## config.mk

```make
export PLATFORM = sky130hd
export DESIGN_NAME = sbi_credit_irq
export DESIGN_NICKNAME = d
export VERILOG_FILES = /design/src/verilog/sbi_pkg.sv /design/src/verilog/sbi_sticky_bank.sv /design/src/verilog/sbi_credit_irq.sv
export SDC_FILE = /design/constraint.sdc
export NUM_CORES = 1
export LEC_CHECK = 0
export ABC_AREA = 1
export BUFFER_PORTS_ARGS = -buffer_cell sky130_fd_sc_hd__buf_4
export CORE_MARGIN = 4
export CORE_UTILIZATION = 25
export DETAILED_ROUTE_END_ITERATION = 8
export GPL_ROUTABILITY_DRIVEN = 0
export PLACE_DENSITY_LB_ADDON = 0.3
export SYNTH_ARGS = -nofsm -noshare
export SYNTH_HDL_FRONTEND = slang
export SYNTH_SLANG_ARGS = --single-unit
```

## constraint.sdc

```tcl
create_clock -name i_ref_clk -period 5.8 [get_ports i_ref_clk]
set_clock_uncertainty 0.1 [all_clocks]
set_input_delay 0.29 -clock i_ref_clk [delete_from_list [all_inputs] [get_ports i_ref_clk]]
set_output_delay 0.29 -clock i_ref_clk [all_outputs]
set_load 0.02 [all_outputs]
```

## src/verilog/sbi_pkg.sv

```systemverilog
/*
 * sbi_pkg: shared constants and carrier types for the buffer credit and
 * interrupt mask block of the spi mac-phy.
 * assumes the spi engine decodes frames into word-indexed register accesses.
 */
package sbi_pkg;

	// ----------------------------------------------------------------
	// register indices (word addresses as seen by the spi host)
	// ----------------------------------------------------------------
	localparam logic [7:0]  BUF_CREDIT_IDX    = 8'h0b;
	localparam logic [7:0]  FOOTER_MASK_IDX   = 8'h0c;
	localparam logic [7:0]  IRQ_MASK_IDX      = 8'h0d;

	// ----------------------------------------------------------------
	// field layouts and reset values
	// ----------------------------------------------------------------
	localparam int          EVT_W             = 13;
	localparam int          TXC_LSB           = 8;
	localparam int          RCA_LSB           = 0;
	localparam int          CNT_W             = 8;
	localparam int          FOOTER_TXC_W      = 5;
	localparam logic [7:0]  TX_CREDIT_RESET   = 8'h77;
	localparam logic [7:0]  TXC_FOOTER_MAX    = 8'h1f;
	localparam logic [31:0] BUF_CREDIT_RESET  = 32'h0000_7700;
	localparam logic [31:0] FOOTER_MASK_RESET = 32'h0000_1fbf;
	localparam logic [31:0] IRQ_MASK_RESET    = 32'h43fa_1f1a;
	localparam int          MASK_HI_LSB       = 13;
	localparam logic [18:0] IRQ_MASK_UPPER    = 19'h21fd0;

	// footer mask: bit 6 (reset-done slot) is read-only zero
	localparam logic [12:0] FOOTER_MASK_WR    = 13'h1fbf;
	localparam int          RESET_DONE_BIT    = 6;
	// irq-pin mask: 12,11,10,9(spare),8,4,3,1 are writable
	localparam logic [12:0] IRQ_MASK_WR       = 13'h1f1a;

	// event bit positions within the two status images
	localparam logic [12:0] EVT0_USED         = 13'h1fff;
	localparam logic [12:0] EVT1_USED         = 13'h1d1a;
	localparam logic [12:0] EVT0_CHUNK_ONLY   = 13'h1020;
	localparam logic [12:0] EVT1_GENERIC_ONLY = 13'h0418;
	localparam int          SPI_ERR_BIT       = 10;

	// ----------------------------------------------------------------
	// carriers
	// ----------------------------------------------------------------
	typedef struct packed {
		logic [EVT_W-1:0] s1;
		logic [EVT_W-1:0] s0;
	} sbi_evt_t;

	typedef struct packed {
		logic        wr;
		logic        rd;
		logic [7:0]  addr;
		logic [31:0] wdata;
	} sbi_reg_req_t;

endpackage

```

## src/verilog/sbi_sticky_bank.sv

```systemverilog
/*
 * sbi_sticky_bank: a row of event flags, set by a pulse and cleared by a
 * write-one strobe; a set in the same cycle as its clear wins.
 * assumes set and clear come from logic on the same clock.
 */
`timescale 1ns/1ps
module sbi_sticky_bank #(
	parameter int W = 13
) (
	input  wire logic         i_ref_clk,  // system clock
	input  wire logic         i_nrst,     // async reset, active low
	input  wire logic [W-1:0] i_set,      // event pulses
	input  wire logic [W-1:0] i_clr,      // write-one-to-clear strobes
	output logic      [W-1:0] o_flags     // held flags
);

	logic [W-1:0] flags_q;

	generate
		for (genvar g = 0; g < W; g++) begin : g_flag
			// an event meeting its own clear is not lost
			always_ff @(posedge i_ref_clk or negedge i_nrst) begin
				if (!i_nrst)
					flags_q[g] <= 1'b0;
				else if (i_set[g])
					flags_q[g] <= 1'b1;
				else if (i_clr[g])
					flags_q[g] <= 1'b0;
			end
		end
	endgenerate

	assign o_flags = flags_q;

endmodule

```

## src/verilog/sbi_credit_irq.sv

```systemverilog
/*
 * sbi_credit_irq: buffer credit status, footer event mask and irq-pin event
 * mask of the spi mac-phy, with the event flags they gate.
 * assumes the spi engine hands over decoded register accesses on the system
 * clock, and that fifo logic pulses the chunk and event inputs on that clock.
 */
`timescale 1ns/1ps
module sbi_credit_irq
	import sbi_pkg::*;
#(
	parameter logic [7:0] TX_CREDIT_MAX = TX_CREDIT_RESET,
	parameter logic [7:0] RX_CHUNK_MAX  = 8'hff
) (
	input  wire logic         i_ref_clk,         // 25 MHz system clock
	input  wire logic         i_nrst,            // async reset, active low
	input  wire logic         i_generic_spi,     // 1: generic spi, 0: chunk protocol
	input  wire sbi_reg_req_t i_reg,             // decoded register access
	output logic [31:0]       o_reg_rdata,       // read data, one cycle after rd
	input  wire logic         i_tx_chunk_used,   // host filled a tx chunk buffer
	input  wire logic         i_tx_chunk_freed,  // a tx chunk buffer drained
	input  wire logic         i_rx_chunk_ready,  // a new rx chunk is queued
	input  wire logic         i_rx_chunk_read,   // host took an rx chunk
	input  wire sbi_evt_t     i_evt_set,         // event pulses, status layout
	input  wire sbi_evt_t     i_evt_clr,         // write-one-to-clear strobes
	output sbi_evt_t          o_evt_status,      // held event flags
	output logic [4:0]        o_footer_txc,      // txc field for rx footers
	output logic              o_footer_exst,     // exst bit for rx footers
	output logic              o_interrupt_pin_n  // interrupt pin, active low
);

	// ----------------------------------------------------------------
	// elaboration checks
	// ----------------------------------------------------------------
	generate
		if (TX_CREDIT_MAX == 8'h00) begin : g_bad_tx
			$error("tx credit maximum must be non-zero");
		end
		if (RX_CHUNK_MAX == 8'h00) begin : g_bad_rx
			$error("rx chunk maximum must be non-zero");
		end
	endgenerate

	// ----------------------------------------------------------------
	// helpers
	// ----------------------------------------------------------------
	function automatic logic reg_hit(input logic [7:0] addr, input logic [7:0] idx);
		reg_hit = (addr == idx);
	endfunction

	function automatic logic [7:0] step_cnt(input logic [7:0] cnt, input logic inc,
		input logic dec, input logic [7:0] top);
		step_cnt = cnt;
		if (inc && !dec && cnt < top)
			step_cnt = cnt + 8'h01;
		else if (dec && !inc && cnt != 8'h00)
			step_cnt = cnt - 8'h01;
	endfunction

	// ----------------------------------------------------------------
	// credit counters
	// ----------------------------------------------------------------
	logic [CNT_W-1:0] tx_credit_q;
	logic [CNT_W-1:0] rx_chunks_q;
	logic [4:0]       footer_txc_d;

	// counts saturate at both ends rather than wrap: a stray pulse from the
	// fifo side must never turn an empty buffer into a full one
	always_ff @(posedge i_ref_clk or negedge i_nrst) begin
		if (!i_nrst)
			tx_credit_q <= TX_CREDIT_RESET;
		else
			tx_credit_q <= step_cnt(tx_credit_q, i_tx_chunk_freed, i_tx_chunk_used, TX_CREDIT_MAX);
	end

	always_ff @(posedge i_ref_clk or negedge i_nrst) begin
		if (!i_nrst)
			rx_chunks_q <= 8'h00;
		else
			rx_chunks_q <= step_cnt(rx_chunks_q, i_rx_chunk_ready, i_rx_chunk_read, RX_CHUNK_MAX);
	end

	// footer has only five bits, so the count is held at 31
	always_comb begin
		if (tx_credit_q > TXC_FOOTER_MAX)
			footer_txc_d = TXC_FOOTER_MAX[4:0];
		else
			footer_txc_d = tx_credit_q[4:0];
	end

	always_ff @(posedge i_ref_clk or negedge i_nrst) begin
		if (!i_nrst)
			o_footer_txc <= TXC_FOOTER_MAX[4:0];
		else
			o_footer_txc <= footer_txc_d;
	end

	// ----------------------------------------------------------------
	// mask registers
	// ----------------------------------------------------------------
	logic [EVT_W-1:0] footer_mask_q;
	logic [EVT_W-1:0] irq_mask_q;

	// only the writable bits take the write; bit 6 of the footer mask stays 0
	always_ff @(posedge i_ref_clk or negedge i_nrst) begin
		if (!i_nrst)
			footer_mask_q <= FOOTER_MASK_RESET[EVT_W-1:0];
		else if (i_reg.wr && reg_hit(i_reg.addr, FOOTER_MASK_IDX))
			footer_mask_q <= i_reg.wdata[EVT_W-1:0] & FOOTER_MASK_WR;
	end

	// bit 8 is taken as the receive gap mask, matching its status bit
	always_ff @(posedge i_ref_clk or negedge i_nrst) begin
		if (!i_nrst)
			irq_mask_q <= IRQ_MASK_RESET[EVT_W-1:0];
		else if (i_reg.wr && reg_hit(i_reg.addr, IRQ_MASK_IDX))
			irq_mask_q <= i_reg.wdata[EVT_W-1:0] & IRQ_MASK_WR;
	end

	// ----------------------------------------------------------------
	// read port
	// ----------------------------------------------------------------
	logic [31:0] rdata_d;

	always_comb begin
		rdata_d = 32'h0000_0000;
		if (reg_hit(i_reg.addr, BUF_CREDIT_IDX)) begin
			rdata_d[TXC_LSB +: CNT_W] = tx_credit_q;
			rdata_d[RCA_LSB +: CNT_W] = rx_chunks_q;
		end else if (reg_hit(i_reg.addr, FOOTER_MASK_IDX)) begin
			rdata_d[EVT_W-1:0] = footer_mask_q;
		end else if (reg_hit(i_reg.addr, IRQ_MASK_IDX)) begin
			rdata_d[EVT_W-1:0] = irq_mask_q;
			rdata_d[31:MASK_HI_LSB] = IRQ_MASK_UPPER;
		end
	end

	// unmapped indices read as zero; data holds until the next read
	always_ff @(posedge i_ref_clk or negedge i_nrst) begin
		if (!i_nrst)
			o_reg_rdata <= 32'h0000_0000;
		else if (i_reg.rd)
			o_reg_rdata <= rdata_d;
	end

	// ----------------------------------------------------------------
	// event flags
	// ----------------------------------------------------------------
	sbi_evt_t evt_q;

	sbi_sticky_bank #(
		.W (2 * EVT_W)
	) u_flags (
		.i_ref_clk (i_ref_clk),
		.i_nrst    (i_nrst),
		.i_set     ({i_evt_set.s1 & EVT1_USED, i_evt_set.s0 & EVT0_USED}),
		.i_clr     ({i_evt_clr.s1, i_evt_clr.s0}),
		.o_flags   (evt_q)
	);

	assign o_evt_status = evt_q;

	// ----------------------------------------------------------------
	// interrupt combine
	// ----------------------------------------------------------------
	logic [EVT_W-1:0] live0;
	logic [EVT_W-1:0] live1;
	logic             pend_d;
	logic             pend_q;

	// protocol-specific sources are dropped outright in the other protocol,
	// whatever their mask says
	always_comb begin
		live0 = evt_q.s0 & ~footer_mask_q;
		if (i_generic_spi)
			live0 = live0 & ~EVT0_CHUNK_ONLY;
		live1 = evt_q.s1 & ~irq_mask_q;
		if (!i_generic_spi)
			live1 = live1 & ~EVT1_GENERIC_ONLY;
		pend_d = (|live0) | (|live1);
	end

	always_ff @(posedge i_ref_clk or negedge i_nrst) begin
		if (!i_nrst)
			pend_q <= 1'b0;
		else
			pend_q <= pend_d;
	end

	// pin and footer bit share one flop so they can never disagree
	assign o_interrupt_pin_n = ~pend_q;
	assign o_footer_exst     = pend_q;

	// ----------------------------------------------------------------
	// checks
	// ----------------------------------------------------------------
	logic seen_q;

	always_ff @(posedge i_ref_clk or negedge i_nrst) begin
		if (!i_nrst)
			seen_q <= 1'b0;
		else
			seen_q <= 1'b1;
	end
endmodule

```

Word-level counts from Yosys, hierarchy flattened:

Cells that the tools add are included.

* equal/unequal tests: 3
* reductions and logical operators: 40
* shift-type cells: 0
* multipliers: 0
* magnitude comparators: 3
* divide/modulo/power cells: 0
* bitwise logic cells: 6
* muxes and demuxes: 52
* add/sub/neg operators: 4

Operators by type and width (number)
* nonzero test 2 bit: 22
* 2-to-1 mux 1 bit: 40
* 2-to-1 mux 16 bit: 2
* 2-to-1 mux 8 bit: 4
* 2-to-1 mux 31 bit: 1
* AND 13 bit: 2
* 2-to-1 mux 13 bit: 2
* inverter 13 bit: 2
* OR reduction 13 bit: 2
* == test 8 x 4 -> 1 bit, second input constant: 3
* 2-to-1 mux 18 bit: 1
* adder 8 x 1 -> 8 bit, second input constant: 2
* nonzero test 8 bit: 2
* subtractor 8 x 1 -> 8 bit, second input constant: 2
* 2-to-1 mux 11 bit: 1
* logical AND 1 bit: 10
* > comparator 8 x 5 -> 1 bit, second input constant: 1
* < comparator 8 x 7 -> 1 bit, second input constant: 1
* < comparator 8 bit, second input constant: 1
* 2-to-1 mux 5 bit: 1
* zero test 1 bit: 4
* inverter 1 bit: 1
* OR 1 bit: 1

* bits in registers: 94
* latch bits: 0
* bits in read-only memories: 0
* word-level logic and storage cells: 135
* memories kept: 0
* bits in writable memories: 0
* input port bits: 101

Logic depth before layout (Yosys ltp):

* word-level depth: 5
* gate-level depth with buffers: 15

Hierarchy:

From an unflattened synthesis, not the netlist that was laid out.

* cell total of the unflattened synthesis: 596
* area total of the unflattened synthesis: 4647.0 sq um

By module, submodules not included
* sbi_credit_irq: cells each 466, times used 1, area an instance 3606.0 sq um, seq. area each 1515.2 sq um
* sbi_sticky_bank: cells each 130, times used 1, area an instance 1041.0 sq um, seq. area each 650.6 sq um

Worst setup path before layout:

Ideal clock, no wire load.

* path kind: register -> register
* start point: reg tx_credit_q[6]
* end point: reg tx_credit_q[4]
* arrival time: 1879 ps
* cell stages (with the launch flop): 13
* setup time: 79 ps
* clock period less this slack: 2058 ps
* data required time: 5621 ps
* path buffers: 0
* slack: 3742 ps
* cell sequence: dfstp_2 > inv_1 > nor2_1 > nand2_1 > nand2_1 > inv_1 > fa_1 > inv_1 > nand3_1 > nand2_1 > xor2_1 > nand2_1 > o21ai_0

* longest elaborated chain between the ends: 3
* elaborated cells between the ends (all ways): 6

Ends and longest elaborated chain
* start: declaration: line sbi_credit_irq.sv:62 `logic [CNT_W-1:0] tx_credit_q;`
* start signal: assignment: line sbi_credit_irq.sv:72 `tx_credit_q <= step_cnt(tx_credit_q, i_tx_chunk_freed, i_tx_chunk_used, TX_CREDIT_MAX);`
* < comparator 8 x 7 -> 1 bit or nonzero test 8 bit (tied branches): line sbi_credit_irq.sv:53, sbi_credit_irq.sv:55
* logical AND 1 bit (on tied branches): line sbi_credit_irq.sv:53, sbi_credit_irq.sv:55
* 2-to-1 mux 8 bit or nonzero test 2 bit (tied branches)

Parallel ways exist; a longest one is shown, timed or not.
A chain may end at the register's enable or synchronous reset.

Worst setup path in the final report:

Same ends and word-level chain as after synthesis.

==> results.md <==
* EDFF count, synth at 0
* Inst Count DP at 838
* Clock sink total at 79
* Core box area at 16,800 um^2
* Fin Setup TNS at 0 ps
* Pins Over Slew Limit at 0
* Design area at 5630 um^2
* Hold WC Path Type: input pin to flop
* Layout cells sized above 1 at 28.7%
* Overall power at 2.13 mW
* Grt peak-use layer: met2
* Synth warnings at 0
* GR Layer Usage met2 at 19.3%
* Synth top area share at 27.7%
* Distinct cells, synth at 40
* Max Freq at 0.416 GHz
* Slew of the pin with the lowest slew margin at 979 ps
* Met1 Usage GRT at 16.0%
* Leading cell type in the layout, fill and taps excluded: nand2_1
* Synth Area per Inst at 8.36 um^2
* Placed cell areas at 5300 um^2
* Overflow after GRT at 0
* Top cells by area, synth: dfrtp_1 (28%), dfstp_2 (19%), nand2_1 (11%)
* CTS tree: done
* Number of cell rows at 47
* Most frequent cells in the layout: nand2_1 (128), buf_4 (121), inv_1 (80), dfrtp_1 (48), dfstp_2 (31)
* Routed via count at 3,628
* Top_reg_cell synth: dfrtp_1
* Starting Density at 25.8%
* Worst-path cell chain: inv_1, nor2_1, nand2_1, nand2_1, inv_1, fa_1, inv_1, nand3_1, nand2_1, xor2_1, nand2_1, o21ai_0
* Sequential area share after synthesis at 46.5%
* Seq cells post-synth at 79
* Hpwl dp at 8.64 mm
* CP endpoint kind: flop
* Post-Synthesis Cell Area at 4330 um^2
* Overall global routing resource usage at 12.1%
* WL per Instance at 13.5 um
* Yosys top cell by area: dfrtp_1
* Critical Path Start Type: flop
* Relative slew slack at 34.7%
* Status: completed
* CP max stage delay at 590 ps
* Die area at 19,500 um^2
* Setup Viol. Count Final at 0
* Post-CTS Resized at 0
* Total Wirelength at 11.5 mm
* Fin cells at 855
* DRC at 0
* Layout area overhead at 30.0%
* LEAKAGE at 2.96 nW
* Worst-Skew Late Latency at 350 ps
* FFs w/ async S/R, synth at 100%
* Vias in the first global route at 3,639
* Post-route ant nets at 0
* Critical path fanouts, max at 10
* Max clock buf depth at 2
* Port Buffers at 120
* Largest net degree at the start of global routing at 75
* Clk slew on worst S/H paths at 60 ps
* Vias/cell at 4.24
* Cells after Synth at 518
* WP data required at 5970 ps
* Slowest CP cell: dfstp_2
* Cell mode on critical path: nand2_1
* WS Path Type: flop to flop
* Max Cap Viol at 0
* Boundary Pins at 166
* CP arrival at 2570 ps
* Die Ht at 140 um
* Met3 Resource Use GR at 3.33%
* Fin crit share at 41.4%
* VDD IR max at 0.159 mV
* Power per cell area at 378 nW/um^2
* Die Width at 140 um
* Nets at 746
* Initial antenna violation count at 0
* Antenna Cells at 0
* RSZ-0062 raised after global routing: no
* Global-route wire length before repair at 19.0 mm
* CTS Root Cell: clkbuf_16
* # fillers at 1,817
* H-tree depth at 3
* Num CTS Buffers at 9
* Final Hold Viols at 0
* Iter 0 DRT Violations at 163
* Period minus WS final at 2400 ps
* DR pass1 iterations at 4
cell type report:
type / instances / area [um^2] / share of cell area (%)
Sequential cell: 79 / 2020 / 35.8
Timing Repair Buffer: 122 / 918 / 16.3
Multi-Input combinational cell: 336 / 1800 / 31.9
Clock buffer: 11 / 233 / 4.14
Tap cell: 220 / 275 / 4.89
Inverter: 82 / 308 / 5.47
Clock inverter: 5 / 81.3 / 1.45
cells in the mapped netlist (13+ instances only):
| library cell | n |
|---|---|
| a21oi_1 | 18 |
| buf_4 | 21 |
| dfrtp_1 | 48 |
| dfstp_2 | 31 |
| ha_1 | 13 |
| inv_1 | 80 |
| nand2_1 | 128 |
| nand3_1 | 29 |
| nor2_1 | 30 |
| o21ai_0 | 24 |
| o21bai_1 | 20 |
cell families (layout without fill, tap and decap cells):
logic type	after synthesis	after routing	synth area share [%]
AO/OA/AOI/OAI	89	89	12.8
XOR/XNOR	8	8	1.62
adder cells (fa/ha/maj)	15	15	4.68
buffers and inverters	115	220	13.0
flip-flops	79	79	46.5
other	1	13	0.0866
AND/OR/NAND/NOR	211	211	21.2
per-layer routing:
layer | share of wire [%] | up-vias
li1 | - | 1849
met1 | 45 | 1669
met2 | 47 | 100
met3 | 6.4 | 10
met4 | 1.4 | 0
met5 | 0 | -
per-stage QoR:
stage	hold slack (ps)	setup WS, ps	utilization (%)
after floorplan	-106	3740	-
after global placement	5.61	3430	31.6
after detailed placement	6.01	3420	31.6
after CTS	4.46	3400	33.6
after global routing	8.32	3170	33.6
final	14.8	3400	33.6
critical path, delay by kind of cell, from the launching register on:
| family | cells | cell delay [ps] |
|---|---|---|
| buf+inv | 3 | 270 |
| xor+xnor | 1 | 170 |
| compound gates | 1 | 90 |
| simple gates | 6 | 710 |
| fa+ha+maj | 1 | 420 |
| flops | 1 | 590 |
timing repair:
action,in CTS,in global routing
hold buffers,1,0
setup buffers,0,0
hold endpoints to repair,5,0
final timing paths:
| check | start | endpoint | slack [ps] | depth (start not counted) |
|---|---|---|---|---|
| min reg2reg | o_reg_rdata[5] | o_reg_rdata[5] | 380 | 2 |
| max reg2reg | tx_credit_q[6] | tx_credit_q[4] | 3400 | 12 |
| min | i_evt_clr[23] | u_flags.o_flags[23] | 10 | 2 |
| min in group asynchronous | i_nrst | u_flags.o_flags[7] | 190 | 2 |
| max | tx_credit_q[6] | tx_credit_q[4] | 3400 | 12 |
| max in group asynchronous | i_nrst | o_reg_rdata[6] | 4260 | 3 |
power breakdown:
group	leakage, nW	switching (mW)	internal [mW]	total (mW)
clock network	0.150	0.237	0.378	0.616
registers	0.906	0.0894	0.677	0.767
logic	1.91	0.446	0.302	0.747
flip-flops by register name, indices dropped and copies added, names as in the netlist:
register / flops
footer_mask_q: 12
irq_mask_q: 8
o_footer_exst: 1
o_footer_txc: 5
o_reg_rdata: 17
rx_chunks_q: 8
tx_credit_q: 8
u_flags.o_flags: 20
(Power assumes the default switching activity.)
